===== src/verilog/brk_pkg.sv =====
// constants shared by the breakpoint unit, its processor-side end and the link
// assumes a single 100 MHz sys_clk domain for both ends
package brk_pkg;
    // device register indices on the link
    localparam logic [2:0]  IDX_CTRL_STATUS = 3'h0;
    localparam logic [2:0]  IDX_ADDR_HIGH   = 3'h1;
    localparam logic [2:0]  IDX_ADDR_LOW    = 3'h2;
    localparam logic [2:0]  IDX_STANDBY     = 3'h3;
    localparam logic [2:0]  IDX_FLAG_CLEAR  = 3'h4;
    // field positions
    localparam int          BIT_MATCH_EN    = 7;
    localparam int          BIT_ACTIVE      = 6;
    localparam int          BIT_WAIT_EXIT   = 1;
    localparam int          BIT_STBY_EXIT   = 0;
    localparam int          BIT_CLR_EN      = 7;
    localparam logic [7:0]  REG_RESET       = 8'h00;
    // break vectors
    localparam logic [15:0] VEC_NORMAL      = 16'hFFFC;
    localparam logic [15:0] VEC_MONITOR     = 16'hFEFC;
    // opcode loaded at break start; value arbitrary
    localparam logic [7:0]  SWI_OPCODE      = 8'h00;
    // host wishbone byte offsets
    localparam logic [7:0]  WB_CMD          = 8'h00;
    localparam logic [7:0]  WB_ADDR         = 8'h04;
    localparam logic [7:0]  WB_MODE         = 8'h08;
    localparam logic [7:0]  WB_STATUS       = 8'h0C;
    localparam logic [7:0]  WB_IRQ_STAT     = 8'h10;
    localparam logic [7:0]  WB_IRQ_MASK     = 8'h14;
    localparam int          IRQ_W           = 2;
    localparam int          IRQ_BRK         = 0;
    localparam int          IRQ_RD          = 1;
endpackage : brk_pkg


===== src/verilog/brk_link_if.sv =====
// link between the breakpoint unit and the processor-side sequencer
// assumes both ends run on the same sys_clk
`timescale 1ns/1ps
`default_nettype none
interface brk_link_if;
    logic [15:0] pc_addr;     // processor-generated address
    logic        pc_valid;    // address cycle from the program counter
    logic        instr_last;  // this cycle ends an instruction
    logic [2:0]  reg_sel;     // register index
    logic        reg_wr;      // write strobe
    logic        reg_rd;      // read strobe
    logic [7:0]  reg_wdata;   // write data
    logic [7:0]  reg_rdata;   // read data, valid cycle after reg_rd
    logic        break_req;   // break request to processor
    logic        break_start; // processor begins the break sequence
    logic        rti_done;    // return from interrupt executed
    logic        in_wait;     // processor in wait mode
    logic        in_stop;     // processor in stop mode

    modport dev (input pc_addr, pc_valid, instr_last, reg_sel, reg_wr, reg_rd, reg_wdata,
                 break_start, rti_done, in_wait, in_stop,
                 output reg_rdata, break_req);
    modport cpu (output pc_addr, pc_valid, instr_last, reg_sel, reg_wr, reg_rd, reg_wdata,
                 break_start, rti_done, in_wait, in_stop,
                 input reg_rdata, break_req);
endinterface : brk_link_if
`default_nettype wire


===== src/verilog/brk_cpu_end.sv =====
// processor-side sequencer for the breakpoint unit, driven by software over wishbone
// assumes a classic wishbone master on sys_clk and the unit on the link
`timescale 1ns/1ps
`default_nettype none
module brk_cpu_end
    import brk_pkg::*;
(
    input  wire logic        sys_clk,  // bus clock
    input  wire logic        rst,      // synchronous reset, high
    input  wire logic        ce,       // clock enable, freezes all state
    brk_link_if.cpu          lnk,      // link to the unit
    input  wire logic        wb_cyc_i, // wishbone cycle
    input  wire logic        wb_stb_i, // wishbone strobe
    input  wire logic        wb_we_i,  // wishbone write
    input  wire logic [7:0]  wb_adr_i, // byte address
    input  wire logic [3:0]  wb_sel_i, // byte selects
    input  wire logic [31:0] wb_dat_i, // write data
    output logic [31:0]      wb_dat_o, // read data
    output logic             wb_ack_o, // acknowledge
    output logic             irq       // level interrupt
);
    typedef enum logic [1:0] {
        ST_RUN   = 2'b01,
        ST_BREAK = 2'b10
    } seq_type;

    seq_type             state_ff;
    logic [31:0]         wb_dat_ff;
    logic                wb_ack_ff;
    logic                irq_ff;
    logic [15:0]         pc_addr_ff;
    logic                pc_valid_ff;
    logic                instr_last_ff;
    logic                last_seen_ff;
    logic [2:0]          reg_sel_ff;
    logic                reg_wr_ff;
    logic                reg_rd_ff;
    logic [7:0]          reg_wdata_ff;
    logic                rd_pend_ff;
    logic [7:0]          rd_data_ff;
    logic                break_start_ff;
    logic                rti_ff;
    logic                wait_ff;
    logic                stop_ff;
    logic                monitor_ff;
    logic [7:0]          ir_ff;
    logic [15:0]         vector_ff;
    logic [IRQ_W-1:0]    irq_stat_ff;
    logic [IRQ_W-1:0]    irq_mask_ff;
    logic                wb_req;
    logic                take_break;
    logic [IRQ_W-1:0]    irq_evt;

    function automatic logic wb_wr(input logic [7:0] off);
        wb_wr = wb_req && wb_we_i && (wb_adr_i == off) && wb_sel_i[0];
    endfunction : wb_wr

    assign wb_req = wb_cyc_i && wb_stb_i && !wb_ack_ff;
    // boundary: last address cycle of an instruction, or an instruction-done order
    // a last-cycle match raises its request one cycle later, so that cycle is remembered
    assign take_break = (state_ff == ST_RUN) && lnk.break_req && !break_start_ff
                        && (instr_last_ff || last_seen_ff
                            || (wb_wr(WB_MODE) && wb_dat_i[4]));
    assign irq_evt = {reg_rd_ff, break_start_ff};

    // wishbone answer: ack one cycle after the request, unmapped reads zero
    always_ff @(posedge sys_clk) begin
        if (rst) begin
            wb_ack_ff <= 1'b0;
            wb_dat_ff <= 32'h0000_0000;
        end else if (ce) begin
            wb_ack_ff <= wb_req;
            unique case (wb_adr_i)
                WB_STATUS:   wb_dat_ff <= {vector_ff, 4'h0, wait_ff, stop_ff,
                                           state_ff == ST_BREAK, lnk.break_req, rd_data_ff};
                WB_IRQ_STAT: wb_dat_ff <= {30'h0000_0000, irq_stat_ff};
                WB_IRQ_MASK: wb_dat_ff <= {30'h0000_0000, irq_mask_ff};
                WB_MODE:     wb_dat_ff <= {24'h00_0000, ir_ff};
                default:     wb_dat_ff <= 32'h0000_0000;
            endcase
        end
    end

    // one-cycle link strobes from software orders
    always_ff @(posedge sys_clk) begin
        if (rst) begin
            reg_wr_ff     <= 1'b0;
            reg_rd_ff     <= 1'b0;
            reg_sel_ff    <= 3'h0;
            reg_wdata_ff  <= 8'h00;
            pc_valid_ff   <= 1'b0;
            instr_last_ff <= 1'b0;
            last_seen_ff  <= 1'b0;
            pc_addr_ff    <= 16'h0000;
        end else if (ce) begin
            reg_wr_ff     <= wb_wr(WB_CMD) && wb_dat_i[3];
            reg_rd_ff     <= wb_wr(WB_CMD) && wb_dat_i[4];
            pc_valid_ff   <= wb_wr(WB_ADDR);
            instr_last_ff <= wb_wr(WB_ADDR) && wb_dat_i[16];
            last_seen_ff  <= instr_last_ff;
            if (wb_wr(WB_CMD)) begin
                reg_sel_ff   <= wb_dat_i[2:0];
                reg_wdata_ff <= wb_dat_i[15:8];
            end
            if (wb_wr(WB_ADDR)) begin
                pc_addr_ff <= wb_dat_i[15:0];
            end
        end
    end

    // read data from the unit arrives one cycle after the read strobe
    always_ff @(posedge sys_clk) begin
        if (rst) begin
            rd_pend_ff <= 1'b0;
            rd_data_ff <= 8'h00;
        end else if (ce) begin
            rd_pend_ff <= reg_rd_ff;
            if (rd_pend_ff) begin
                rd_data_ff <= lnk.reg_rdata;
            end
        end
    end

    // break sequence: load opcode and vector, leave standby, end on return
    always_ff @(posedge sys_clk) begin
        if (rst) begin
            state_ff       <= ST_RUN;
            break_start_ff <= 1'b0;
            rti_ff         <= 1'b0;
            ir_ff          <= 8'h00;
            vector_ff      <= 16'h0000;
            wait_ff        <= 1'b0;
            stop_ff        <= 1'b0;
            monitor_ff     <= 1'b0;
        end else if (ce) begin
            break_start_ff <= take_break;
            rti_ff         <= 1'b0;
            if (wb_wr(WB_MODE)) begin
                monitor_ff <= wb_dat_i[3];
            end
            unique case (state_ff)
                ST_RUN: begin
                    if (wb_wr(WB_MODE)) begin
                        wait_ff <= wb_dat_i[0];
                        stop_ff <= wb_dat_i[1];
                    end
                    if (break_start_ff) begin
                        state_ff  <= ST_BREAK;
                        ir_ff     <= SWI_OPCODE;
                        vector_ff <= monitor_ff ? VEC_MONITOR : VEC_NORMAL;
                        wait_ff   <= 1'b0;
                        stop_ff   <= 1'b0;
                    end
                end
                ST_BREAK: begin
                    if (wb_wr(WB_MODE) && wb_dat_i[5]) begin
                        rti_ff   <= 1'b1;
                        state_ff <= ST_RUN;
                    end
                end
            endcase
        end
    end

    // sticky events, write one to clear; a new event wins over the clear
    always_ff @(posedge sys_clk) begin
        if (rst) begin
            irq_stat_ff <= '0;
            irq_mask_ff <= '0;
            irq_ff      <= 1'b0;
        end else if (ce) begin
            irq_stat_ff <= irq_evt
                         | (irq_stat_ff & ~(wb_wr(WB_IRQ_STAT) ? wb_dat_i[IRQ_W-1:0] : '0));
            if (wb_wr(WB_IRQ_MASK)) begin
                irq_mask_ff <= wb_dat_i[IRQ_W-1:0];
            end
            irq_ff <= |(irq_stat_ff & irq_mask_ff);
        end
    end

    assign lnk.pc_addr     = pc_addr_ff;
    assign lnk.pc_valid    = pc_valid_ff;
    assign lnk.instr_last  = instr_last_ff;
    assign lnk.reg_sel     = reg_sel_ff;
    assign lnk.reg_wr      = reg_wr_ff;
    assign lnk.reg_rd      = reg_rd_ff;
    assign lnk.reg_wdata   = reg_wdata_ff;
    assign lnk.break_start = break_start_ff;
    assign lnk.rti_done    = rti_ff;
    // wait/stop shown to the unit only while running, as the flags are cleared at break start
    assign lnk.in_wait     = wait_ff;
    assign lnk.in_stop     = stop_ff;
    assign wb_dat_o        = wb_dat_ff;
    assign wb_ack_o        = wb_ack_ff;
    assign irq             = irq_ff;
endmodule : brk_cpu_end
`default_nettype wire


===== src/flat_wrapper.sv =====
// flat-port wrapper written by rule: the top's interface ports become plain ports
module brk_cpu_end_flat import brk_pkg::*;
  (sys_clk, rst, ce, wb_cyc_i, wb_stb_i, wb_we_i, wb_adr_i, wb_sel_i, wb_dat_i, wb_dat_o, wb_ack_o, irq, lnk_pc_addr, lnk_pc_valid, lnk_instr_last, lnk_reg_sel, lnk_reg_wr, lnk_reg_rd, lnk_reg_wdata, lnk_break_start, lnk_rti_done, lnk_in_wait, lnk_in_stop, lnk_reg_rdata, lnk_break_req);
  brk_link_if lnk_i ();
  input  wire logic sys_clk;
  input  wire logic rst;
  input  wire logic ce;
  input  wire logic wb_cyc_i;
  input  wire logic wb_stb_i;
  input  wire logic wb_we_i;
  input  wire logic [7:0] wb_adr_i;
  input  wire logic [3:0] wb_sel_i;
  input  wire logic [31:0] wb_dat_i;
  output logic [31:0] wb_dat_o;
  output logic wb_ack_o;
  output logic irq;
  output wire logic [$bits(lnk_i.pc_addr)-1:0] lnk_pc_addr;
  output wire logic [$bits(lnk_i.pc_valid)-1:0] lnk_pc_valid;
  output wire logic [$bits(lnk_i.instr_last)-1:0] lnk_instr_last;
  output wire logic [$bits(lnk_i.reg_sel)-1:0] lnk_reg_sel;
  output wire logic [$bits(lnk_i.reg_wr)-1:0] lnk_reg_wr;
  output wire logic [$bits(lnk_i.reg_rd)-1:0] lnk_reg_rd;
  output wire logic [$bits(lnk_i.reg_wdata)-1:0] lnk_reg_wdata;
  output wire logic [$bits(lnk_i.break_start)-1:0] lnk_break_start;
  output wire logic [$bits(lnk_i.rti_done)-1:0] lnk_rti_done;
  output wire logic [$bits(lnk_i.in_wait)-1:0] lnk_in_wait;
  output wire logic [$bits(lnk_i.in_stop)-1:0] lnk_in_stop;
  input wire logic [$bits(lnk_i.reg_rdata)-1:0] lnk_reg_rdata;
  input wire logic [$bits(lnk_i.break_req)-1:0] lnk_break_req;
  assign lnk_pc_addr = lnk_i.pc_addr;
  assign lnk_pc_valid = lnk_i.pc_valid;
  assign lnk_instr_last = lnk_i.instr_last;
  assign lnk_reg_sel = lnk_i.reg_sel;
  assign lnk_reg_wr = lnk_i.reg_wr;
  assign lnk_reg_rd = lnk_i.reg_rd;
  assign lnk_reg_wdata = lnk_i.reg_wdata;
  assign lnk_break_start = lnk_i.break_start;
  assign lnk_rti_done = lnk_i.rti_done;
  assign lnk_in_wait = lnk_i.in_wait;
  assign lnk_in_stop = lnk_i.in_stop;
  assign lnk_i.reg_rdata = lnk_reg_rdata;
  assign lnk_i.break_req = lnk_break_req;
  brk_cpu_end u_core (.sys_clk(sys_clk), .rst(rst), .ce(ce), .lnk(lnk_i), .wb_cyc_i(wb_cyc_i), .wb_stb_i(wb_stb_i), .wb_we_i(wb_we_i), .wb_adr_i(wb_adr_i), .wb_sel_i(wb_sel_i), .wb_dat_i(wb_dat_i), .wb_dat_o(wb_dat_o), .wb_ack_o(wb_ack_o), .irq(irq));
endmodule

===== config.mk =====
export PLATFORM = sky130hd
export DESIGN_NAME = brk_cpu_end_flat
export DESIGN_NICKNAME = d
export VERILOG_FILES = /design/src/verilog/brk_pkg.sv /design/src/verilog/brk_link_if.sv /design/src/verilog/brk_cpu_end.sv /design/src/flat_wrapper.sv
export SDC_FILE = /design/constraint.sdc
export NUM_CORES = 1
export LEC_CHECK = 0
export ABC_AREA = 1
export BUFFER_PORTS_ARGS = -buffer_cell sky130_fd_sc_hd__buf_2
export CORE_MARGIN = 4
export CORE_UTILIZATION = 50
export CTS_CLUSTER_DIAMETER = 200
export DETAILED_ROUTE_END_ITERATION = 7
export PLACE_DENSITY = 0.84
export REMOVE_ABC_BUFFERS = 1
export SYNTH_ARGS = -nofsm -noshare
export SYNTH_HDL_FRONTEND = slang
export SYNTH_SLANG_ARGS = --single-unit

===== constraint.sdc =====
create_clock -name sys_clk -period 2.1 [get_ports sys_clk]
set_clock_uncertainty 0.15 [all_clocks]
set_input_delay 0.105 -clock sys_clk [delete_from_list [all_inputs] [get_ports sys_clk]]
set_output_delay 0.105 -clock sys_clk [all_outputs]
set_load 0.01 [all_outputs]

==> Word level (Yosys, flattened, before mapping) <==
Cells that the tools add are included.
{ "totals": {"ff_bits": 102, "latch_bits": 0, "ram_bits": 0, "mem_bits_ro": 0, "input_bits": 59, "output_inout_bits": 69, "memories": 0} }
{ "classes": {"add_sub_neg": 0, "n_mul": 0, "div_mod_pow": 0, "n_lt_le_gt_ge": 0, "n_eq_ne": 9, "shift": 0, "muxes": 12, "bitwise_logic": 4, "n_reduce_logical": 36} }
{ "ops": {"columns": ["operator", "count"], "rows": [
  ["$pmux 32 s3", 1],
  ["$logic_and 1x1->1", 21],
  ["$eq 8x4->1 const B", 2],
  ["$eq 8x5->1 const B", 2],
  ["$reduce_and 2->1", 5],
  ["$mux 9", 1],
  ["$reduce_and 3->1", 3],
  ["$eq 8x3->1 const B", 1],
  ["$logic_not 8->1", 1],
  ["$mux 1", 6],
  ["$mux 2", 3],
  ["$and 2x2->2", 2],
  ["$pmux 2 s2", 1],
  ["$eq 2x1->1 const B", 1],
  ["$eq 2x2->1 const B", 1],
  ["$logic_not 1->1", 2],
  ["$logic_or 1x1->1", 2],
  ["$ne 2x1->1 const B", 1],
  ["$ne 2x2->1 const B", 1],
  ["$not 2->2", 1],
  ["$or 2x2->2", 1],
  ["$reduce_bool 2->1", 1],
  ["$reduce_or 2->1", 1]
]} }

==> Longest topological paths before layout <==
{ "depth": {"depth_word": 9, "depth_mapped": 8, "mapped_depth_nobuf": 8} }

==> Least setup slack after synthesis <==
OpenSTA, ideal clock, no wires.
{ "synth_timing": {"kind": "reg2reg", "start": "register u_core.wb_ack_ff, in the netlist u_core.wb_ack_o", "end": "register u_core.pc_addr_ff[12], in the netlist u_core.lnk.pc_addr[12]", "setup_ns": 0.116, "arrival_ns": 1.114, "required_ns": 1.834, "setup_slack_ns": 0.720, "stages_incl_launch_ff": 8, "path_buffers": 1, "period_less_slack_ns": 1.380, "cell_sequence": "dfxtp_1 inv_2 nand4_2 nor2_4 nand2_4 buf_6 o21ai_0 nor2_1"} }
{ "synth_via": {"elab_chain_len": 6} }
{ "synth_lines": {"columns": ["element", "line_no", "rtl"], "rows": [
  ["start: declaration", "brk_cpu_end.sv:29", "logic wb_ack_ff;"],
  ["start signal: assignment", "brk_cpu_end.sv:72", "wb_ack_ff <= wb_req;"],
  ["$logic_not 1->1", "brk_cpu_end.sv:58", "assign wb_req = wb_cyc_i && wb_stb_i && !wb_ack_ff;"],
  ["$logic_and 1x1->1", "brk_cpu_end.sv:58", null],
  ["$logic_and 1x1->1 (3 in series)", "brk_cpu_end.sv:55", "wb_wr = wb_req && wb_we_i && (wb_adr_i == off) && wb_sel_i[0];"],
  ["$reduce_and 2->1 (no line)", null, null],
  ["end signal: assignment", "brk_cpu_end.sv:106", "pc_addr_ff <= wb_dat_i[15:0];"],
  ["end: declaration", "brk_cpu_end.sv:31", "logic [15:0] pc_addr_ff;"]
]} }
No other way between the ends.
A chain may end at the register's enable or synchronous reset.

==> Worst setup path in the final report <==
{ "layout_timing": {"start": "input wb_stb_i", "end": "register u_core.instr_last_ff, in the netlist u_core.lnk.instr_last"} }
{ "layout_via": {"elab_chain_len": 6} }
{ "layout_lines": {"columns": ["element", "line_no", "rtl"], "rows": [
  ["start: declaration", "flat_wrapper.sv:9", "input wire logic wb_stb_i;"],
  ["$logic_and 1x1->1 (2 in series)", "brk_cpu_end.sv:58", null],
  ["$logic_and 1x1->1 (3 in series)", "brk_cpu_end.sv:55", null],
  ["$logic_and 1x1->1", "brk_cpu_end.sv:99", "instr_last_ff <= wb_wr(WB_ADDR) && wb_dat_i[16];"],
  ["end signal: assignment", "brk_cpu_end.sv:99", null],
  ["end: declaration", "brk_cpu_end.sv:33", "logic instr_last_ff;"]
]} }
No other way between the ends.

==> out/qor.yml <==
status: "completed"
cts_max_level: 3
critical_path.startpoint_type: "primary input"
critical-path-top-delay-family: "buffers and inverters"
timing.critical_path.slowest_cell_delay_ns: 0.58
ir_drop_v: 0.0003836
synthesis.instances: 384
final_cells: 582
routedWlPerCell_um: 12.79
min_to: "u_core.last_seen_ff$_SDFFE_PP0P_"
ant_nets: 0
cts_tree: "built"
core.rowCount: 27
r2r_slack_ns: 0.15
drt_iter0_drc: 132
first_pass_iters: 4
antenna_cells: 0
clock_latency_ns: 0.34
synth_area_leaders: "dfxtp_1 48%, nor2_1 12%, o21ai_0 6.9%, nand2_1 6.7%, buf_4 5.4%"
synth_top_area_share_pct: 48.28
yosysUniqueCellTypes: 31
grt-ovfl-total: 0
min_path_cells: 4
portBuffers: 103
fill_cells: 453
crit_top_cell: "dlygate4sd3_1"
yosysWarnings: 0
crit_path_end_kind: "flop"
die_x_um: 84.20
antenna_found_initial: 0
hold_violations: 0
ys_seq_area_share_pct: 48.28
via_count: 2874
grtUsageTotal_pct: 20.84
dp_hpwl_um: 5211
final_nets: 565
grt_pass1_vias: 2650
period_minus_slack_ns: 2.003
maxSlewViolCount: 0
path_cells: "dlygate4sd3_1 -> buf_2 -> nand4_4 -> nor2_4 -> nand2_8 -> clkinv_8 -> nand2_1 -> a21oi_1 -> dlygate4sd3_1"
multiInputGateArea_um2: 1226
r2r-end: "u_core.lnk.instr_last$_SDFFE_PP0P_"
dieArea_um2: 7089
cap_violations: 0
worstSetupPathType: "in -> reg"
clock_path_buffers: 2
post_drt_via_cell_ratio: 4.938
clkSlewWorstSetupHoldPaths_ns: 0.07
drc_errors: 0
grt_pass1_wl_um: 11950
start_util_pct: 52.08
arrival_ns: 2.14
area_growth_pct: 32.72
clock-sinks: 70
die_y_um: 84.20
hold_class: "in -> reg"
syn_avg_cell_area_um2: 7.559
synth_seq_cells: 70
post-route-period-util_pct: 95.36
layout-drive-gt1-share_pct: 28.43
leakage_nw: 1.746
r2r_start: "u_core.wb_ack_o$_SDFFE_PP0P_"
seq_area_um2: 1401
p_per_area_nw_per_um2: 668.0
hp-start: "ce"
critPathRequiredTime_ns: 2.24
place_congestion: 0.8134
worstRegToRegCells: 8
fmax_mhz: 499.4
cts-buffers-inserted: 9
core-area_um2: 5574
final_util_pct: 69.11
final-setup-viol-count: 0
critPathSlowestCell: "dlygate4sd3_1"
cts-root-buf: "clkbuf_8"
yosysTopAreaCell: "dfxtp_1"
grt_max_degree: 27
netlist_area_um2: 2903
cp_max_fo: 18
totalWireLength_um: 7441
worst-path-buf-inv: 4
dpl.cell_count: 536
ios: 128
fin_setup_tns_ns: 0
rsz0062_at_grt: "false"
==> flip-flops by register name (all words and copies together) (netlist names), 3 cells and up <==
register and flops:
u_core.lnk.reg_sel 3, u_core.lnk.reg_wdata 8, u_core.wb_dat_o 14, u_core.lnk.pc_addr 16, u_core.rd_data_ff 8
==> logic make-up (layout without fill, tap and decap cells) <==
family | Yosys count | count (layout) | share of synthesized area (%)
AO/OA/AOI/OAI | 84 | 84 | 14.74
buffers and inverters | 54 | 175 | 10.73
flip-flops | 70 | 70 | 48.28
other | 1 | 6 | 0.1292
AND/OR/NAND/NOR | 175 | 175 | 26.12
==> what timing repair did <==
item,CTS,global route
endpoints found under the hold margin,53,0
hold buffers,30,0
buffers inserted,0,1
setup endpoints to repair,0,1
gates resized for setup,0,4
==> worst max path at each step <==
| stage | depth (start not counted) | slack (ns) | end | startpoint |
|---|---|---|---|---|
| 5_1_grt | 9 | 0.02 | u_core.lnk.instr_last$_SDFFE_PP0P_ | wb_stb_i |
| 4_1_cts | 9 | 0.04 | u_core.lnk.instr_last$_SDFFE_PP0P_ | wb_stb_i |
| 2_1_floorplan | 2 | 0.47 | u_core.wb_dat_o[30]$_SDFFE_PP0P_ | u_core.wb_dat_o[30]$_SDFFE_PP0P_ |
| 3_3_place_gp | 7 | 0.49 | u_core.lnk.reg_wr$_SDFFE_PP0P_ | u_core.wb_ack_o$_SDFFE_PP0P_ |
| 3_5_place_dp | 7 | 0.48 | u_core.lnk.reg_rd$_SDFFE_PP0P_ | u_core.wb_ack_o$_SDFFE_PP0P_ |
| 6_report | 9 | 0.1 | u_core.lnk.instr_last$_SDFFE_PP0P_ | wb_stb_i |
==> cells in the mapped netlist (all sizes together) <==
cell type / number
a211oi: 1
a21oi: 30
clkbuf: 9
inv: 18
nor3: 3
or2: 1
o21ai: 51
a31o: 1
dfxtp: 70
nor2: 101
a31oi: 1
clkinv: 1
nand4: 5
buf: 26
conb: 1
nand3: 10
nand2: 55
==> worst register-to-register path: stages (launching register included) <==
cell and delay, ns:
dfxtp_1 0.32, inv_2 0.08, nand4_4 0.11, nor2_4 0.18, nand2_8 0.13, clkinv_8 0.11
nand2_1 0.08, a21oi_1 0.15, dlygate4sd3_1 0.58
==> layout by cell type (no fill, tap or decap), types with 2 or more instances in the layout <==
master | synthesis | routed
dlygate4sd3_1 | 0 | 30
o21ai_0 | 40 | 40
nand2_2 | 2 | 2
inv_2 | 3 | 3
inv_1 | 14 | 14
a21oi_1 | 30 | 30
nand4_1 | 3 | 3
dfxtp_1 | 70 | 70
clkinvlp_4 | 0 | 2
buf_4 | 21 | 8
nor3_2 | 2 | 2
nor2_4 | 3 | 3
conb_1 | 1 | 6
clkbuf_8 | 0 | 11
nor2_2 | 3 | 3
nand2_1 | 52 | 52
nand3_1 | 9 | 9
o21ai_1 | 11 | 11
nor2_1 | 95 | 95
buf_2 | 3 | 103
==> per-layer routing <==
| layer | vias to the layer above | wire (um) | global-route usage (%) | share of wire, % |
|---|---|---|---|---|
| met4 | 0 | 147 | 8.187 | 2.0 |
| met1 | 1292 | 3085 | 24.83 | 41 |
| li1 | 1461 | - | - | - |
| met5 | - | 0 | 0 | 0 |
| met2 | 106 | 3533 | 33.79 | 47 |
| met3 | 15 | 674 | 8.145 | 9.1 |
==> where the power goes <==
| part | switching, mW | leakage [nW] | internal [mW] |
|---|---|---|---|
| Clock | 0.478 | 0.0845 | 0.485 |
| Combinational | 0.136 | 1.09 | 0.116 |
| Sequential | 0.0124 | 0.566 | 1.35 |
==> stage by stage <==
step | hold slack (ns) | total power, mW | setup slack (ns) | cell area [um^2]
6_report | 0.07501 | 2.574 | 0.09744 | 3852
4_1_cts | 0.05997 | 2.592 | 0.04000 | 3820
5_1_grt | 0.08131 | 2.695 | 0.01623 | 3852
3_3_place_gp | 0.1959 | 1.587 | 0.4945 | 3344
2_1_floorplan | 0.02407 | 1.482 | 0.4708 | 2686
3_5_place_dp | 0.2082 | 1.593 | 0.4779 | 3344
==> cell type report <==
cell class	count	area share (%)
Clock buffer	12	4.027
Multi-Input combinational cell	265	31.83
Timing Repair Buffer	141	22.73
Sequential cell	70	36.38
Inverter	19	2.176
Tap cell	72	2.338
Clock inverter	3	0.5196
Note: power is estimated with default switching activity, not from simulation.
